$ cat src/rtl/cmbs_defines.svh
// register map, field positions, reset values and sizes of the message buffer store
`ifndef CMBS_DEFINES_SVH
`define CMBS_DEFINES_SVH
`define CMBS_NTX      3
`define CMBS_NRX      3'h5
`define CMBS_RX_LAST  3'h4
`define CMBS_RG_TXWIN 4'h0
`define CMBS_RG_RXWIN 4'h1
`define CMBS_RG_CTL   4'h2
`define CMBS_IX_CTRL  4'h0
`define CMBS_IX_TFLG  4'h1
`define CMBS_IX_TSEL  4'h2
`define CMBS_IX_TARQ  4'h3
`define CMBS_IX_TAAK  4'h4
`define CMBS_IX_RFLG  4'h5
`define CMBS_IX_IEN   4'h6
`define CMBS_BY_LOCAL_PRIORITY  4'hD
`define CMBS_BY_STH   4'hE
`define CMBS_BY_STL   4'hF
`define CMBS_CTL_INIT 0
`define CMBS_CTL_LOOP 1
`define CMBS_CTL_TIME 2
`define CMBS_CTL_RST  8'h01
`define CMBS_IEN_RX   3
`define CMBS_IEN_OVR  4
`define CMBS_RF_RXF   0
`define CMBS_RF_OVR   1
`define CMBS_TXE_RST  3'h7
`define CMBS_AD_RG_HI 9
`define CMBS_AD_RG_LO 6
`define CMBS_AD_BY_HI 5
`define CMBS_AD_BY_LO 2
`endif

$ cat src/rtl/cmbs_pkg.sv
// shared types of the message buffer store
package cmbs_pkg;
   typedef logic [7:0] cmbs_byte_t;
   typedef cmbs_byte_t [15:0] cmbs_msg_t;
   typedef enum logic [0:0] {
      st_idle = 1'b0,
      st_ack  = 1'b1
   } cmbs_bus_e;
endpackage

$ cat src/rtl/cmbs_link_if.sv
// links between the store top, the transmit scheduler and the receive fifo
`timescale 1ns/1ps
interface cmbs_link_if;
   logic [2:0]                   tx_pend;
   cmbs_pkg::cmbs_byte_t [2:0]   tx_local_priority;
   logic                         tx_pick_vld;
   logic [1:0]                   tx_pick_idx;
   logic                         bg_we;
   logic [3:0]                   bg_addr;
   cmbs_pkg::cmbs_byte_t         bg_data;
   logic                         push;
   logic                         pop;
   logic [15:0]                  stamp;
   logic                         stamp_en;
   logic                         full;
   logic                         empty;
   cmbs_pkg::cmbs_msg_t          head;
   modport top (output tx_pend, tx_local_priority, bg_we, bg_addr, bg_data, push, pop, stamp,
                stamp_en, input tx_pick_vld, tx_pick_idx, full, empty, head);
   modport sched (input tx_pend, tx_local_priority, output tx_pick_vld, tx_pick_idx);
   modport fifo (input bg_we, bg_addr, bg_data, push, pop, stamp, stamp_en,
                 output full, empty, head);
endinterface

$ cat src/rtl/cmbs_store.sv
// can message buffer store: avalon slave, three transmit buffers, receive fifo, stamps
//
// Functional notes
// - stamp active buffer after valid frame end
// - stamp from free-running bit counter, no overflow flag
// - stamp counter held zero in init mode
// - stamp bytes read-only, writes ignored
// - three independent transmit buffers
// - transmit buffer: 13 bytes, priority, two stamps
// - sent buffer sets empty flag, interrupt if enabled
// - each arbitration picks lowest local priority
// - equal priority: lower buffer index wins
// - granted abort sets acknowledge, empty, interrupt
// - acknowledge reads one aborted, zero sent
// - five-stage receive fifo, foreground visible
// - receive buffer holds 15 bytes incl. stamp
// - accepted message enters fifo, sets full flag
// - bad or filtered message never enters fifo
// - own frames outside loopback stay in background
// - loopback treats own frames as incoming
// - lost arbitration: winning frame received normally
// - full fifo drops message, overrun interrupt
// - transmit continues; accept again when stage frees
//
// Our own choice: the Avalon-MM interface to the registers.
`timescale 1ns/1ps
`include "cmbs_defines.svh"
module cmbs_store (
   input  wire logic        clk,
   input  wire logic        rstn,
   input  wire logic [9:0]  avs_address,
   input  wire logic        avs_read,
   input  wire logic        avs_write,
   input  wire logic [31:0] avs_writedata,
   input  wire logic [3:0]  avs_byteenable,
   output wire logic [31:0] avs_readdata,
   output wire logic        avs_waitrequest,
   input  wire logic        eng_bit_tick,
   input  wire logic        eng_tx_start,
   input  wire logic        eng_tx_done,
   input  wire logic        eng_tx_ok,
   input  wire logic [3:0]  eng_tx_rd_addr,
   output wire logic [7:0]  eng_tx_rd_data,
   output wire logic        eng_tx_req,
   output wire logic [1:0]  eng_tx_idx,
   input  wire logic        eng_rx_we,
   input  wire logic [3:0]  eng_rx_addr,
   input  wire logic [7:0]  eng_rx_data,
   input  wire logic        eng_rx_eof,
   input  wire logic        eng_rx_valid,
   input  wire logic        eng_rx_accept,
   input  wire logic        eng_rx_own,
   output wire logic        init_mode,
   output wire logic        tx_irq,
   output wire logic        rx_irq,
   output wire logic        err_irq
);
   cmbs_link_if lk ();

   cmbs_pkg::cmbs_bus_e                     st_q;
   logic                                    waitreq_q;
   logic [31:0]                             rdata_q;
   cmbs_pkg::cmbs_byte_t                    ctrl_q;
   cmbs_pkg::cmbs_byte_t                    ien_q;
   cmbs_pkg::cmbs_byte_t                    rd_val;
   cmbs_pkg::cmbs_byte_t                    wdat;
   cmbs_pkg::cmbs_byte_t                    eng_rd_q;
   cmbs_pkg::cmbs_msg_t [`CMBS_NTX-1:0]     txbuf_q;
   logic [2:0]                              txe_q;
   logic [2:0]                              txe_d;
   logic [2:0]                              sel_q;
   logic [2:0]                              arq_q;
   logic [2:0]                              aak_q;
   logic [2:0]                              abort_go;
   logic [2:0]                              done_set;
   logic [2:0]                              busy;
   logic [2:0]                              cpu_clr;
   logic [1:0]                              act_q;
   logic [1:0]                              sel_idx;
   logic                                    act_vld_q;
   logic                                    ovr_q;
   logic                                    sel_ok;
   logic                                    wr_fire;
   logic                                    tx_ok_done;
   logic                                    rx_keep;
   logic                                    w_ctrl;
   logic                                    w_tflg;
   logic                                    w_tsel;
   logic                                    w_tarq;
   logic                                    w_rflg;
   logic                                    w_ien;
   logic [15:0]                             stamp_q;
   logic [3:0]                              rg;
   logic [3:0]                              by;
   logic                                    tx_irq_q;
   logic                                    rx_irq_q;
   logic                                    err_irq_q;

   function automatic logic [2:0] cmbs_dec(input logic [1:0] i);
      return 3'h1 << i;
   endfunction

   function automatic logic [1:0] cmbs_oh2i(input logic [2:0] oh);
      logic [1:0] r;
      r = 2'h0;
      for (int i = `CMBS_NTX - 1; i >= 0; i--) begin
         if (oh[i]) begin
            r = 2'(i);
         end
      end
      return r;
   endfunction

   function automatic logic cmbs_hit(input logic f, input logic [3:0] r,
                                     input logic [3:0] b, input logic [3:0] ix);
      return f && r == `CMBS_RG_CTL && b == ix;
   endfunction

   cmbs_tx_sched u_sched (
      .clk  (clk),
      .rstn (rstn),
      .lk   (lk.sched)
   );

   cmbs_rx_fifo u_fifo (
      .clk  (clk),
      .rstn (rstn),
      .lk   (lk.fifo)
   );

   // bus decode; a write lands on the edge that ends the ack cycle
   assign rg      = avs_address[`CMBS_AD_RG_HI:`CMBS_AD_RG_LO];
   assign by      = avs_address[`CMBS_AD_BY_HI:`CMBS_AD_BY_LO];
   assign wdat    = avs_writedata[7:0];
   assign wr_fire = st_q == cmbs_pkg::st_ack && avs_write && avs_byteenable[0];
   assign w_ctrl  = cmbs_hit(wr_fire, rg, by, `CMBS_IX_CTRL);
   assign w_tflg  = cmbs_hit(wr_fire, rg, by, `CMBS_IX_TFLG);
   assign w_tsel  = cmbs_hit(wr_fire, rg, by, `CMBS_IX_TSEL);
   assign w_tarq  = cmbs_hit(wr_fire, rg, by, `CMBS_IX_TARQ);
   assign w_rflg  = cmbs_hit(wr_fire, rg, by, `CMBS_IX_RFLG);
   assign w_ien   = cmbs_hit(wr_fire, rg, by, `CMBS_IX_IEN);
   assign sel_idx = cmbs_oh2i(sel_q);
   // window only open while the selected buffer is released
   assign sel_ok  = |(sel_q & txe_q);

   // transmit flag bookkeeping
   assign tx_ok_done = eng_tx_done && eng_tx_ok && act_vld_q;
   assign done_set   = tx_ok_done ? cmbs_dec(act_q) : 3'h0;
   // a frame already on the wire cannot be aborted
   assign busy       = act_vld_q ? cmbs_dec(act_q) : 3'h0;
   assign abort_go   = arq_q & ~txe_q & ~busy;
   assign cpu_clr    = w_tflg ? (wdat[2:0] & txe_q) : 3'h0;
   // hardware set wins over a same-cycle software clear
   assign txe_d      = (txe_q & ~cpu_clr) | done_set | abort_go;

   // receive qualification
   assign rx_keep = eng_rx_eof && eng_rx_valid && eng_rx_accept &&
                    (!eng_rx_own || ctrl_q[`CMBS_CTL_LOOP]);

   always_comb begin
      for (int i = 0; i < `CMBS_NTX; i++) begin
         lk.tx_local_priority[i] = txbuf_q[i][`CMBS_BY_LOCAL_PRIORITY];
      end
   end
   assign lk.tx_pend  = ~txe_q;
   assign lk.bg_we    = eng_rx_we;
   assign lk.bg_addr  = eng_rx_addr;
   assign lk.bg_data  = eng_rx_data;
   assign lk.push     = rx_keep;
   assign lk.pop      = w_rflg && wdat[`CMBS_RF_RXF] && !lk.empty;
   assign lk.stamp    = stamp_q;
   assign lk.stamp_en = ctrl_q[`CMBS_CTL_TIME];

   // read mux
   always_comb begin
      rd_val = 8'h00;
      if (rg == `CMBS_RG_TXWIN) begin
         if (sel_ok) begin
            rd_val = txbuf_q[sel_idx][by];
         end
      end else if (rg == `CMBS_RG_RXWIN) begin
         if (!lk.empty) begin
            rd_val = lk.head[by];
         end
      end else if (rg == `CMBS_RG_CTL) begin
         case (by)
            `CMBS_IX_CTRL: rd_val = ctrl_q;
            `CMBS_IX_TFLG: rd_val = {5'h00, txe_q};
            `CMBS_IX_TSEL: rd_val = {5'h00, sel_q};
            `CMBS_IX_TARQ: rd_val = {5'h00, arq_q};
            `CMBS_IX_TAAK: rd_val = {5'h00, aak_q};
            `CMBS_IX_RFLG: begin
               rd_val[`CMBS_RF_RXF] = !lk.empty;
               rd_val[`CMBS_RF_OVR] = ovr_q;
            end
            `CMBS_IX_IEN:  rd_val = ien_q;
            default:       rd_val = 8'h00;
         endcase
      end
   end

   // avalon handshake: one wait cycle, then ack
   always_ff @(posedge clk or negedge rstn) begin
      if (!rstn) begin
         st_q      <= cmbs_pkg::st_idle;
         waitreq_q <= 1'b1;
         rdata_q   <= 32'h0000_0000;
      end else begin
         unique case (st_q)
            cmbs_pkg::st_idle: begin
               if (avs_read || avs_write) begin
                  st_q      <= cmbs_pkg::st_ack;
                  waitreq_q <= 1'b0;
                  rdata_q   <= {24'h00_0000, rd_val};
               end
            end
            cmbs_pkg::st_ack: begin
               st_q      <= cmbs_pkg::st_idle;
               waitreq_q <= 1'b1;
            end
         endcase
      end
   end

   // control and interrupt enables
   always_ff @(posedge clk or negedge rstn) begin
      if (!rstn) begin
         ctrl_q <= `CMBS_CTL_RST;
         ien_q  <= 8'h00;
      end else begin
         if (w_ctrl) begin
            ctrl_q <= wdat;
         end
         if (w_ien) begin
            ien_q <= wdat;
         end
      end
   end

   // stamp counter wraps silently, no overflow flag by design
   always_ff @(posedge clk or negedge rstn) begin
      if (!rstn) begin
         stamp_q <= 16'h0000;
      end else if (ctrl_q[`CMBS_CTL_INIT]) begin
         stamp_q <= 16'h0000;
      end else if (eng_bit_tick) begin
         stamp_q <= stamp_q + 16'h0001;
      end
   end

   // transmit flags, selection, abort
   always_ff @(posedge clk or negedge rstn) begin
      if (!rstn) begin
         txe_q <= `CMBS_TXE_RST;
         sel_q <= 3'h0;
         arq_q <= 3'h0;
         aak_q <= 3'h0;
      end else begin
         txe_q <= txe_d;
         if (w_tsel) begin
            sel_q <= (wdat[2:0] & txe_q) & (~(wdat[2:0] & txe_q) + 3'h1);
         end
         arq_q <= (arq_q | (w_tarq ? (wdat[2:0] & ~txe_q) : 3'h0)) & ~txe_d;
         aak_q <= (aak_q & ~done_set & ~cpu_clr) | abort_go;
      end
   end

   // active transmission, re-chosen at every arbitration start
   always_ff @(posedge clk or negedge rstn) begin
      if (!rstn) begin
         act_q     <= 2'h0;
         act_vld_q <= 1'b0;
      end else if (eng_tx_start) begin
         act_q     <= lk.tx_pick_idx;
         act_vld_q <= lk.tx_pick_vld;
      end else if (eng_tx_done) begin
         act_vld_q <= 1'b0;
      end
   end

   // transmit buffer storage; stamp bytes only hardware-written
   always_ff @(posedge clk or negedge rstn) begin
      if (!rstn) begin
         txbuf_q <= '0;
      end else begin
         if (wr_fire && rg == `CMBS_RG_TXWIN && sel_ok && by < `CMBS_BY_STH) begin
            txbuf_q[sel_idx][by] <= wdat;
         end
         if (tx_ok_done && ctrl_q[`CMBS_CTL_TIME]) begin
            txbuf_q[act_q][`CMBS_BY_STH] <= stamp_q[15:8];
            txbuf_q[act_q][`CMBS_BY_STL] <= stamp_q[7:0];
         end
      end
   end

   // overrun flag, write one to clear, set wins
   always_ff @(posedge clk or negedge rstn) begin
      if (!rstn) begin
         ovr_q <= 1'b0;
      end else begin
         ovr_q <= (ovr_q & ~(w_rflg && wdat[`CMBS_RF_OVR])) |
                  (rx_keep && lk.full && !lk.pop);
      end
   end

   // registered outputs
   always_ff @(posedge clk or negedge rstn) begin
      if (!rstn) begin
         eng_rd_q  <= 8'h00;
         tx_irq_q  <= 1'b0;
         rx_irq_q  <= 1'b0;
         err_irq_q <= 1'b0;
      end else begin
         eng_rd_q  <= txbuf_q[act_q][eng_tx_rd_addr];
         tx_irq_q  <= |(txe_q & ien_q[2:0]);
         rx_irq_q  <= !lk.empty && ien_q[`CMBS_IEN_RX];
         err_irq_q <= ovr_q && ien_q[`CMBS_IEN_OVR];
      end
   end

   assign avs_readdata    = rdata_q;
   assign avs_waitrequest = waitreq_q;
   assign eng_tx_rd_data  = eng_rd_q;
   assign eng_tx_req      = lk.tx_pick_vld;
   assign eng_tx_idx      = lk.tx_pick_idx;
   assign init_mode       = ctrl_q[`CMBS_CTL_INIT];
   assign tx_irq          = tx_irq_q;
   assign rx_irq          = rx_irq_q;
   assign err_irq         = err_irq_q;

   a_stamp_init: assert property (@(posedge clk) disable iff (!rstn)
      ctrl_q[`CMBS_CTL_INIT] |=> stamp_q == 16'h0000)
      else $error("stamp counter not cleared in init");
   a_stamp_wrap: assert property (@(posedge clk) disable iff (!rstn)
      (stamp_q == 16'hFFFF && eng_bit_tick && !ctrl_q[`CMBS_CTL_INIT])
      |=> stamp_q == 16'h0000)
      else $error("stamp counter did not wrap");
   a_stamp_ro: assert property (@(posedge clk) disable iff (!rstn)
      (wr_fire && rg == `CMBS_RG_TXWIN && by >= `CMBS_BY_STH && !eng_tx_done)
      |=> $stable(txbuf_q))
      else $error("stamp byte took a bus write");
   a_stamp_take: assert property (@(posedge clk) disable iff (!rstn)
      (tx_ok_done && ctrl_q[`CMBS_CTL_TIME])
      |=> {txbuf_q[$past(act_q)][`CMBS_BY_STH], txbuf_q[$past(act_q)][`CMBS_BY_STL]}
          == $past(stamp_q))
      else $error("transmit stamp not stored");
   a_tx_release: assert property (@(posedge clk) disable iff (!rstn)
      tx_ok_done |=> txe_q[$past(act_q)] && !aak_q[$past(act_q)])
      else $error("sent buffer not released as sent");
   a_tx_irq: assert property (@(posedge clk) disable iff (!rstn)
      (tx_ok_done && ien_q[act_q] && !w_ien) |-> ##2 tx_irq_q)
      else $error("transmit interrupt missing");
   a_abort_grant: assert property (@(posedge clk) disable iff (!rstn)
      (arq_q[0] && !txe_q[0] && !busy[0]) |=> txe_q[0] && aak_q[0] && !arq_q[0])
      else $error("abort not granted");
   a_own_hold: assert property (@(posedge clk) disable iff (!rstn)
      (eng_rx_eof && eng_rx_own && !ctrl_q[`CMBS_CTL_LOOP]) |-> !lk.push)
      else $error("own frame queued outside loopback");
   a_rx_enter: assert property (@(posedge clk) disable iff (!rstn)
      (rx_keep && !lk.full) |=> !lk.empty)
      else $error("accepted message not queued");
   a_ovr_flag: assert property (@(posedge clk) disable iff (!rstn)
      (rx_keep && lk.full && !lk.pop) |=> ovr_q)
      else $error("overrun not flagged");
endmodule

$ cat src/rtl/cmbs_tx_sched.sv
// local-priority pick among pending transmit buffers
`timescale 1ns/1ps
`include "cmbs_defines.svh"
module cmbs_tx_sched (
   input wire logic   clk,
   input wire logic   rstn,
   cmbs_link_if.sched lk
);
   logic [2:0]                 pend_h;
   cmbs_pkg::cmbs_byte_t [2:0] local_priority_h;

   // descending scan with <= lets the lower index win a tie
   function automatic logic [2:0] cmbs_pick(input logic [2:0] pend,
                                            input cmbs_pkg::cmbs_byte_t [2:0] local_priority);
      logic                 found;
      logic [1:0]           idx;
      cmbs_pkg::cmbs_byte_t best;
      found = 1'b0;
      idx = 2'h0;
      best = 8'hFF;
      for (int i = `CMBS_NTX - 1; i >= 0; i--) begin
         if (pend[i] && (!found || local_priority[i] <= best)) begin
            found = 1'b1;
            idx = 2'(i);
            best = local_priority[i];
         end
      end
      return {found, idx};
   endfunction

   always_ff @(posedge clk or negedge rstn) begin
      if (!rstn) begin
         lk.tx_pick_vld <= 1'b0;
         lk.tx_pick_idx <= 2'h0;
      end else begin
         {lk.tx_pick_vld, lk.tx_pick_idx} <= cmbs_pick(lk.tx_pend, lk.tx_local_priority);
      end
   end

   // assertion helpers: inputs seen by the last pick
   always_ff @(posedge clk or negedge rstn) begin
      if (!rstn) begin
         pend_h <= 3'h0;
         local_priority_h <= '0;
      end else begin
         pend_h <= lk.tx_pend;
         local_priority_h <= lk.tx_local_priority;
      end
   end

   a_pick_lowest: assert property (@(posedge clk) disable iff (!rstn)
      lk.tx_pick_vld |-> pend_h[lk.tx_pick_idx] &&
      (!pend_h[0] || lk.tx_pick_idx == 2'h0 || local_priority_h[0] > local_priority_h[lk.tx_pick_idx]) &&
      (!pend_h[1] || lk.tx_pick_idx != 2'h2 || local_priority_h[1] > local_priority_h[2]) &&
      (!pend_h[1] || local_priority_h[1] >= local_priority_h[lk.tx_pick_idx]) &&
      (!pend_h[2] || local_priority_h[2] >= local_priority_h[lk.tx_pick_idx]))
      else $error("pick is not the lowest pending priority");
   a_pick_tie: assert property (@(posedge clk) disable iff (!rstn)
      (lk.tx_pick_vld && ((pend_h[0] && pend_h[2] && local_priority_h[0] == local_priority_h[2]) ||
                          (pend_h[1] && pend_h[2] && local_priority_h[1] == local_priority_h[2])))
      |-> lk.tx_pick_idx != 2'h2)
      else $error("tie not resolved to lower index");
endmodule

$ cat src/rtl/cmbs_rx_fifo.sv
// receive background buffer and five-stage message fifo
`timescale 1ns/1ps
`include "cmbs_defines.svh"
module cmbs_rx_fifo (
   input wire logic  clk,
   input wire logic  rstn,
   cmbs_link_if.fifo lk
);
   cmbs_pkg::cmbs_msg_t bg_q;
   cmbs_pkg::cmbs_msg_t mem_q [5];
   cmbs_pkg::cmbs_msg_t ent;
   logic [2:0]          rd_q;
   logic [2:0]          wr_q;
   logic [2:0]          cnt_q;
   logic                push_ok;
   logic                pop_ok;

   function automatic logic [2:0] cmbs_nxt(input logic [2:0] p);
      return (p == `CMBS_RX_LAST) ? 3'h0 : p + 3'h1;
   endfunction

   assign lk.full  = cnt_q == `CMBS_NRX;
   assign lk.empty = cnt_q == 3'h0;
   assign lk.head  = mem_q[rd_q];
   assign pop_ok   = lk.pop && !lk.empty;
   // a stage freed in the same cycle is reused at once
   assign push_ok  = lk.push && (!lk.full || lk.pop);

   always_comb begin
      ent = bg_q;
      ent[`CMBS_BY_LOCAL_PRIORITY] = 8'h00;
      if (lk.stamp_en) begin
         ent[`CMBS_BY_STH] = lk.stamp[15:8];
         ent[`CMBS_BY_STL] = lk.stamp[7:0];
      end
   end

   // rejected frames simply get overwritten here
   always_ff @(posedge clk or negedge rstn) begin
      if (!rstn) begin
         bg_q <= '0;
      end else if (lk.bg_we) begin
         bg_q[lk.bg_addr] <= lk.bg_data;
      end
   end

   always_ff @(posedge clk) begin
      if (push_ok) begin
         mem_q[wr_q] <= ent;
      end
   end

   always_ff @(posedge clk or negedge rstn) begin
      if (!rstn) begin
         rd_q  <= 3'h0;
         wr_q  <= 3'h0;
         cnt_q <= 3'h0;
      end else begin
         if (push_ok) begin
            wr_q <= cmbs_nxt(wr_q);
         end
         if (pop_ok) begin
            rd_q <= cmbs_nxt(rd_q);
         end
         cnt_q <= cnt_q + {2'h0, push_ok} - {2'h0, pop_ok};
      end
   end

   a_fifo_drop: assert property (@(posedge clk) disable iff (!rstn)
      (lk.push && lk.full && !lk.pop) |=> $stable(wr_q) && cnt_q == `CMBS_NRX)
      else $error("message entered a full fifo");
   a_fifo_reuse: assert property (@(posedge clk) disable iff (!rstn)
      (lk.push && lk.full && lk.pop) |=> cnt_q == `CMBS_NRX && wr_q != $past(wr_q))
      else $error("freed stage not reused");
endmodule

$ cat config.mk
export PLATFORM = sky130hd
export DESIGN_NAME = cmbs_store
export DESIGN_NICKNAME = d
export VERILOG_FILES = /design/src/rtl/cmbs_pkg.sv /design/src/rtl/cmbs_link_if.sv /design/src/rtl/cmbs_store.sv /design/src/rtl/cmbs_tx_sched.sv /design/src/rtl/cmbs_rx_fifo.sv
export VERILOG_INCLUDE_DIRS = /design/src /design/src/rtl
export SDC_FILE = /design/constraint.sdc
export NUM_CORES = 2
export LEC_CHECK = 0
export BUFFER_PORTS_ARGS = -buffer_cell sky130_fd_sc_hd__buf_2
export CAP_MARGIN = 30
export CORE_MARGIN = 2
export CORE_UTILIZATION = 50
export DETAILED_ROUTE_END_ITERATION = 10
export PLACE_DENSITY = 0.66
export SLEW_MARGIN = 30
export SYNTH_ARGS = -nofsm -noshare
export SYNTH_HDL_FRONTEND = slang
export SYNTH_SLANG_ARGS = --single-unit
$ cat constraint.sdc
create_clock -name clk -period 34.1 [get_ports clk]
set_input_delay 10.23 -clock clk [delete_from_list [all_inputs] [get_ports clk]]
set_output_delay 10.23 -clock clk [all_outputs]
set_load 0.01 [all_outputs]
== Word-level counts from Yosys, hierarchy flattened ==
Memories as Yosys holds them, arrays and structs flattened.
Cells that the tools add are included.

* Register bits after elaboration: 593
* RAM bits: 600
* Bits of input ports: 75
* Output and inout bits: 48
* Word-level logic and storage cells: 256
* Memories: 1

* $add $sub $neg: 6
* $lt $le $gt $ge: 12
* Equal/unequal tests: 12
* Shifts and indexed selects: 1
* Mux-type cells: 61
* Bitwise logic cells: 25
* Reductions and logical operators: 52

{| class="wikitable"
|+ Memory list
! name !! depth !! width !! rd ports !! clocked after Yosys merged registers in !! write ports !! line !! source
|-
| u_fifo.mem_q || 5 || 120 || 1 || 0 || 1 || cmbs_rx_fifo.sv:10 || <nowiki>cmbs_pkg::cmbs_msg_t mem_q [5];</nowiki>
|}

{| class="wikitable"
|+ Operators with widths
! cell !! count
|-
| 384-bit bitwise mux || 3
|-
| 128-bit demux with 2-bit select || 3
|-
| 384-bit two-way mux || 2
|-
| 128-bit binary-select mux with 2-bit select || 2
|-
| 128-bit two-way mux || 4
|-
| 128-bit bitwise mux || 1
|-
| 120-bit two-way mux || 1
|-
| 8-bit binary-select mux with 4-bit select || 3
|-
| 8-bit two-way mux || 12
|-
| 8-bit demux with 4-bit select || 2
|-
| 16-bit two-way mux || 3
|-
| 6-bit one-hot mux with 6 select lines || 1
|-
| 3-bit bitwise AND || 11
|-
| 1-bit logical AND || 33
|-
| 3-bit two-way mux || 6
|-
| 3-bit inverter || 6
|-
| 16-bit by 1-bit adder with 16-bit output (second input constant) || 1
|-
| 8-bit less-or-equal comparator || 2
|-
| 4-bit by 5-bit < comparator with 1-bit output (second input constant) || 3
|-
| 2-bit one-hot mux with 7 select lines || 1
|-
| 4-bit by 2-bit equality test with 1-bit output (second input constant) || 3
|-
| 4-bit by 3-bit equality test with 1-bit output (second input constant) || 3
|-
| 2-bit two-way mux || 6
|-
| 3-bit bitwise OR || 4
|-
| other kinds (23) || 53
|}

== Depth between registers and ports, before layout ==
* Depth after elaboration: 12
* Mapped depth: 19

== By module ==
A second synthesis with hierarchy kept.

* Cells, all modules: 3891
* Area, all modules: 54459.7 µm²

{| class="wikitable"
|+ By module, submodules not included
! module !! instances !! cells an instance !! area each (µm²) !! sequential area each (µm²)
|-
| cmbs_rx_fifo || 1 || 1640 || 28128.2 || 21245.4
|-
| cmbs_store || 1 || 2177 || 25684.6 || 11342.1
|-
| cmbs_tx_sched || 1 || 74 || 646.9 || 75.1
|}

== Worst setup path after synthesis ==
OpenSTA, ideal clock, no wires.

* Path kind: in2reg
* From: input port avs_address[9]
* To: memory u_fifo.mem_q[4][0] (netlist name), enable pin
* Setup time: 0.935 ns
* Arrival: 24.009 ns
* Data required time: 33.165 ns
* Setup slack: 9.156 ns
* Stages on the path: 7
* Path through: or4b_2 > nor2_1 > and4_1 > buf_2 > nor3_1 > nand2b_4 > nor4b_1

* Word-level cells in the longest chain between the ends: 9

{| class="wikitable"
|+ RTL lines
! element !! line !! source
|-
| start: declaration || cmbs_store.sv:31 || <nowiki>input wire logic [9:0] avs_address,</nowiki>
|-
| 4-bit by 2-bit equality test with 1-bit output (no source line) || - ||
|-
| 1-bit logical AND (no source line) || - ||
|-
| 1-bit logical AND || cmbs_store.sv:116 || <nowiki>return f && r == `CMBS_RG_CTL && b == ix;</nowiki>
|-
| 1-bit logical AND (2 in series) || cmbs_store.sv:170 || <nowiki>assign lk.pop = w_rflg && wdat[`CMBS_RF_RXF] && !lk.empty;</nowiki>
|-
| 1-bit logical OR || cmbs_rx_fifo.sv:27 || <nowiki>assign push_ok = lk.push && (!lk.full || lk.pop);</nowiki>
|-
| 1-bit logical AND || cmbs_rx_fifo.sv:27 ||
|-
| 1-bit two-way mux || cmbs_rx_fifo.sv:48 || <nowiki>if (push_ok) begin</nowiki>
|-
| 1-bit two-way mux (implied by the code) || cmbs_rx_fifo.sv:49 || <nowiki>mem_q[wr_q] <= ent;</nowiki>
|-
| end: declaration || cmbs_rx_fifo.sv:10 ||
|}

Every way passes these cells.

== Worst setup path in the final report ==
* From: input port avs_address[2]
* To: memory u_fifo.mem_q[1][98] (netlist name), enable pin

* Word-level cells in the longest chain between the ends: 8

{| class="wikitable"
|+ RTL lines
! element !! line
|-
| 4-bit by 3-bit equality test with 1-bit output || cmbs_store.sv:116
|-
| 1-bit logical AND || cmbs_store.sv:116
|-
| 1-bit logical AND (2 in series) || cmbs_store.sv:170
|-
| 1-bit logical OR || cmbs_rx_fifo.sv:27
|-
| 1-bit logical AND || cmbs_rx_fifo.sv:27
|-
| 1-bit two-way mux || cmbs_rx_fifo.sv:48
|-
| 1-bit two-way mux (implied by the code) || cmbs_rx_fifo.sv:49
|}

Every way passes these cells.

==> Implementation_results.wiki <==
{| class="wikitable"
! Metric !! Value
|-
| Max Cap Violations || 0
|-
| Worst clock skew || 40.1 ps
|-
| Clock Sinks || about 1200
|-
| Syn Area/Cell || 14.3 um^2
|-
| Number of antenna-violating nets in the routed design || 0
|-
| Die outline area || 109000 um^2
|-
| Sequential area share after synthesis || 0.613
|-
| Slew at the pin with the worst max-slew slack || 1070 ps
|-
| Maximum resistive drop on vdd || around 0.049 mV
|-
| Crit-path max FO || 51
|-
| Synthesized area || between 50000 and 60000 um^2
|-
| Required time at the worst-slack endpoint || around 34000 ps
|-
| Final-report max-slew violation count || 0
|-
| Combined global-route utilization of all metal layers || 0.284
|-
| Most area-hungry cell type in the Yosys netlist || edfxtp_1
|-
| Drt wl/cell || 29.7 um
|-
| Count of TritonRoute iterations in the first routing pass || 9
|-
| Net count, final || 3813
|-
| Number of cells upsized or downsized after cts || 0
|-
| Maximum number of pins on one net before global-route repair || roughly 120
|-
| Minimum period implied by the final worst setup slack || between 10000 and 15000 ps
|-
| Number of global-route vias before repair || between 30000 and 40000
|-
| Power share of the combinational group || 0.100
|-
| Placement row count || 119
|-
| I/O pin count || 123
|-
| Area fraction of the dominant cell type after synthesis || 0.338
|-
| CTS Hold Buffers Added || 0
|-
| Share of async-settable or async-resettable flops after synthesis || 0.494
|-
| Congestion Overflow GR || 0
|-
| Startpoint of the lowest-slack hold path || avs_readdata[0]
|-
| Cells on Worst Hold Path || 2
|-
| Chip height || 330 um
|-
| Rel. slew slack || 0.280
|-
| Cell at the slowest stage of the critical path || buf_4
|-
| Cell type with the highest occurrence count on the critical path || buf_4
|-
| Primary flip-flop cell chosen by synthesis mapping || edfxtp_1
|-
| Placed cell count || around 5000
|-
| Initial cell density of the core || 0.505
|-
| Total wire length || 155000 um
|-
| Clock root buffer master || clkbuf_16
|-
| DRC errors left || 20
|-
| Total vias in the final route || roughly 33000
|-
| Total internal power || 2.51 mW
|-
| Clock tree from TritonCTS || built
|-
| Critical R2R Capture || u_sched.lk.tx_pick_idx[0]
|-
| Total CTS buffers || 119
|-
| Clk_lat worst skew || 740 ps
|-
| Post-synthesis sequential element count || 1185
|-
| Worst min-delay path endpoint || avs_readdata[0]
|-
| Final-report setup violation count || 0
|-
| Unrepaired setup endpoints after global routing || no
|-
| Post-synth EDFFs || 600
|-
| Post-DP HPWL || 90900 um
|-
| Post-route setup TNS || 0 ps
|-
| Critical Path, Cell by Cell || buf_4 -> buf_4 -> nor4bb_1 -> buf_4 -> and4_1 -> nor3_1 -> nand2b_4 -> or2_2 -> nor3_2 -> buf_4 -> buf_4
|-
| Worst R2R Setup Slack || 29420 ps
|-
| Startpoint type of the worst setup path || input pin
|-
| Distinct cell type count of the synthesized netlist || 78
|-
| Leading cell types by total area after synthesis || edfxtp_1 (34%), dfrtp_1 (27%), mux2_2 (12%)
|-
| Switching fraction of total power || 0.259
|-
| First-pass GRT wire length || 225000 um
|-
| Final cell count without fillers || about 5200
|-
| Register clock-pin slew on the reported worst setup and hold paths || 60 ps
|-
| Worst setup path category || input pin to register
|-
| Hold Vio Cnt, Final || 0
|-
| Category of the worst setup path capture point || register
|-
| Most frequent cells after synthesis || edfxtp_1 (600), dfrtp_1 (580), mux2_2 (544)
|-
| Number of port buffers || 69
|-
| Endpoint arrival time on the critical path || 14110 ps
|-
| Maximum root-to-sink buffer count || 3
|-
| Most frequently used cell type in the post-synthesis netlist || edfxtp_1
|-
| DR vias/cell || around 6.4
|-
| Yosys synthesis warning count || 0
|-
| Initial antenna violation count || 12
|-
| Pwr per Cell Area || between 50 and 60 nW/um^2
|-
| Status || complete, but fails checks
|-
| Number of cells on the worst reg-to-reg path || 17
|-
| Number of fillers in the final layout || between 8000 and 9000
|-
| Period utilisation layout || 0.403
|-
| Gp weighted congestion || 0.924
|-
| Min-Delay Path Class || register to register
|-
| Fmax || 72.7 MHz
|-
| Number of buffers added for setup after CTS || 0
|-
| Number of levels in the clock H-tree || 3
|-
| Drt first-iter violations || between 3000 and 4000
|-
| Clock network fraction of total power || 0.396
|-
| Maximum cell stage delay along the critical path || 760 ps
|-
| Number of standard cells after synthesis || 3715
|-
| Core footprint || 105000 um^2
|-
| Leakage || 23.9 nW
|-
| Violations in the final reports || DRC
|-
| Sequential power share || 0.504
|-
| Source of the worst register-to-register timing path || txe_q[2]
|-
| Die width || 330 um
|-
| Area Overhead vs Synth || 10.8%
|-
| Net switching power of the design || between 800 and 900 uW
|-
| Fraction of final layout cells with drive strength greater than 1 || 0.283
|}
## area by class of cell
cell class / count / area (um^2) / share of cell area
Clock buffer: 161 / 3370 / 0.0571
Inverter: 30 / 113 / 0.00191
Sequential cell: 1185 / 32700 / 0.554
Timing Repair Buffer: 140 / 991 / 0.0168
Multi-Input combinational cell: 2238 / 19500 / 0.330
Tap cell: 1391 / 1740 / 0.0295
Antenna cell: 2 / 5.00 / 0.0000848
Clock inverter: 60 / 656 / 0.0111
## power groups by stage
| stage | sequential (mW) | clock, mW | combinational (mW) |
|---|---|---|---|
| floorplan | 1.69 | 0 | 0.231 |
| global placement | 1.73 | 0 | 0.328 |
| detailed placement | 1.73 | 0 | 0.334 |
| CTS | 1.70 | 1.35 | 0.335 |
| global route | 1.71 | 1.41 | 0.360 |
| finish | 1.71 | 1.34 | 0.339 |
## logic make-up after synthesis
| family | share of synthesized area |
|---|---|
| flops | 0.613 |
| mux | 0.236 |
| simple gates | 0.0601 |
| compound gates | 0.0569 |
| buf+inv | 0.0256 |
| fa+ha+maj | 0.00578 |
| xor+xnor | 0.00230 |
| other cells | 0.0000704 |
## layout by cell type, fill, tap and decap left out, types with 12 or more instances in the layout
master     count
a31oi_1       14
clkbuf_1      21
nand2_1      344
clkbuf_16    121
buf_2         63
clkinv_2      30
nand4_1       17
o22ai_1       59
conb_1        24
mux2i_1      367
ha_1          23
clkbuf_8      19
o21ai_0      186
a21oi_1       53
nand3_1       62
edfxtp_1     600
buf_4         66
mux4_2       123
inv_1         30
a32oi_1       34
nand3_2       13
nor3_1        15
nor2_1        96
dfrtp_1      574
mux2_2       544
a211oi_1      12
a2111oi_0     15
## state kept, by name (all words and copies together), names as in the netlist, 8 cells and up
register	count
eng_tx_rd_data	8
ctrl_q	8
ien_q	8
lk.stamp	16
avs_readdata	8
u_fifo.mem_q	600
txbuf_q	360
lk.tx_local_priority	24
u_fifo.bg_q	120
## critical path: cells and delay by family
| kind | cells | cell delay [ps] |
|---|---|---|
| buffers and inverters | 5 | 2270 |
| and+or+nand+nor | 6 | 1510 |
## worst max path at each step
stage / startpoint / to / slack (ps) / cells past startpoint
after floorplan: avs_address[9] / u_fifo.mem_q[4][0] / 9160 / 7
final: avs_address[2] / u_fifo.mem_q[1][98] / 20350 / 11
after CTS: avs_address[2] / u_fifo.mem_q[1][106] / 20400 / 11
after detailed placement: avs_address[2] / u_fifo.mem_q[1][38] / 19630 / 11
after global routing: avs_address[2] / u_fifo.mem_q[1][106] / 20190 / 11
after global placement: avs_address[2] / u_fifo.mem_q[1][38] / 19630 / 11
## layer usage
layer / vias to the layer above / wire length, um / GRT usage
li1: 14033 / - / -
met5: - / 27 / 0
met4: 4 / 7470 / 0.122
met2: 1390 / 72800 / 0.453
met3: 376 / 11200 / 0.0471
met1: 17346 / 63400 / 0.387
## through the flow
step	worst slack (ps)	util	power, mW	hold slack (ps)	cell area [um^2]
4_1_cts	20400	0.560	3.39	498	59000
3_3_place_gp	19630	0.521	2.05	482	54900
6_report	20350	0.560	3.38	503	59000
3_5_place_dp	19630	0.521	2.06	480	55000
2_1_floorplan	9160	-	1.92	471	53300
5_1_grt	20190	0.560	3.48	518	59000
No activity file was read; power rests on OpenSTA's default activity.
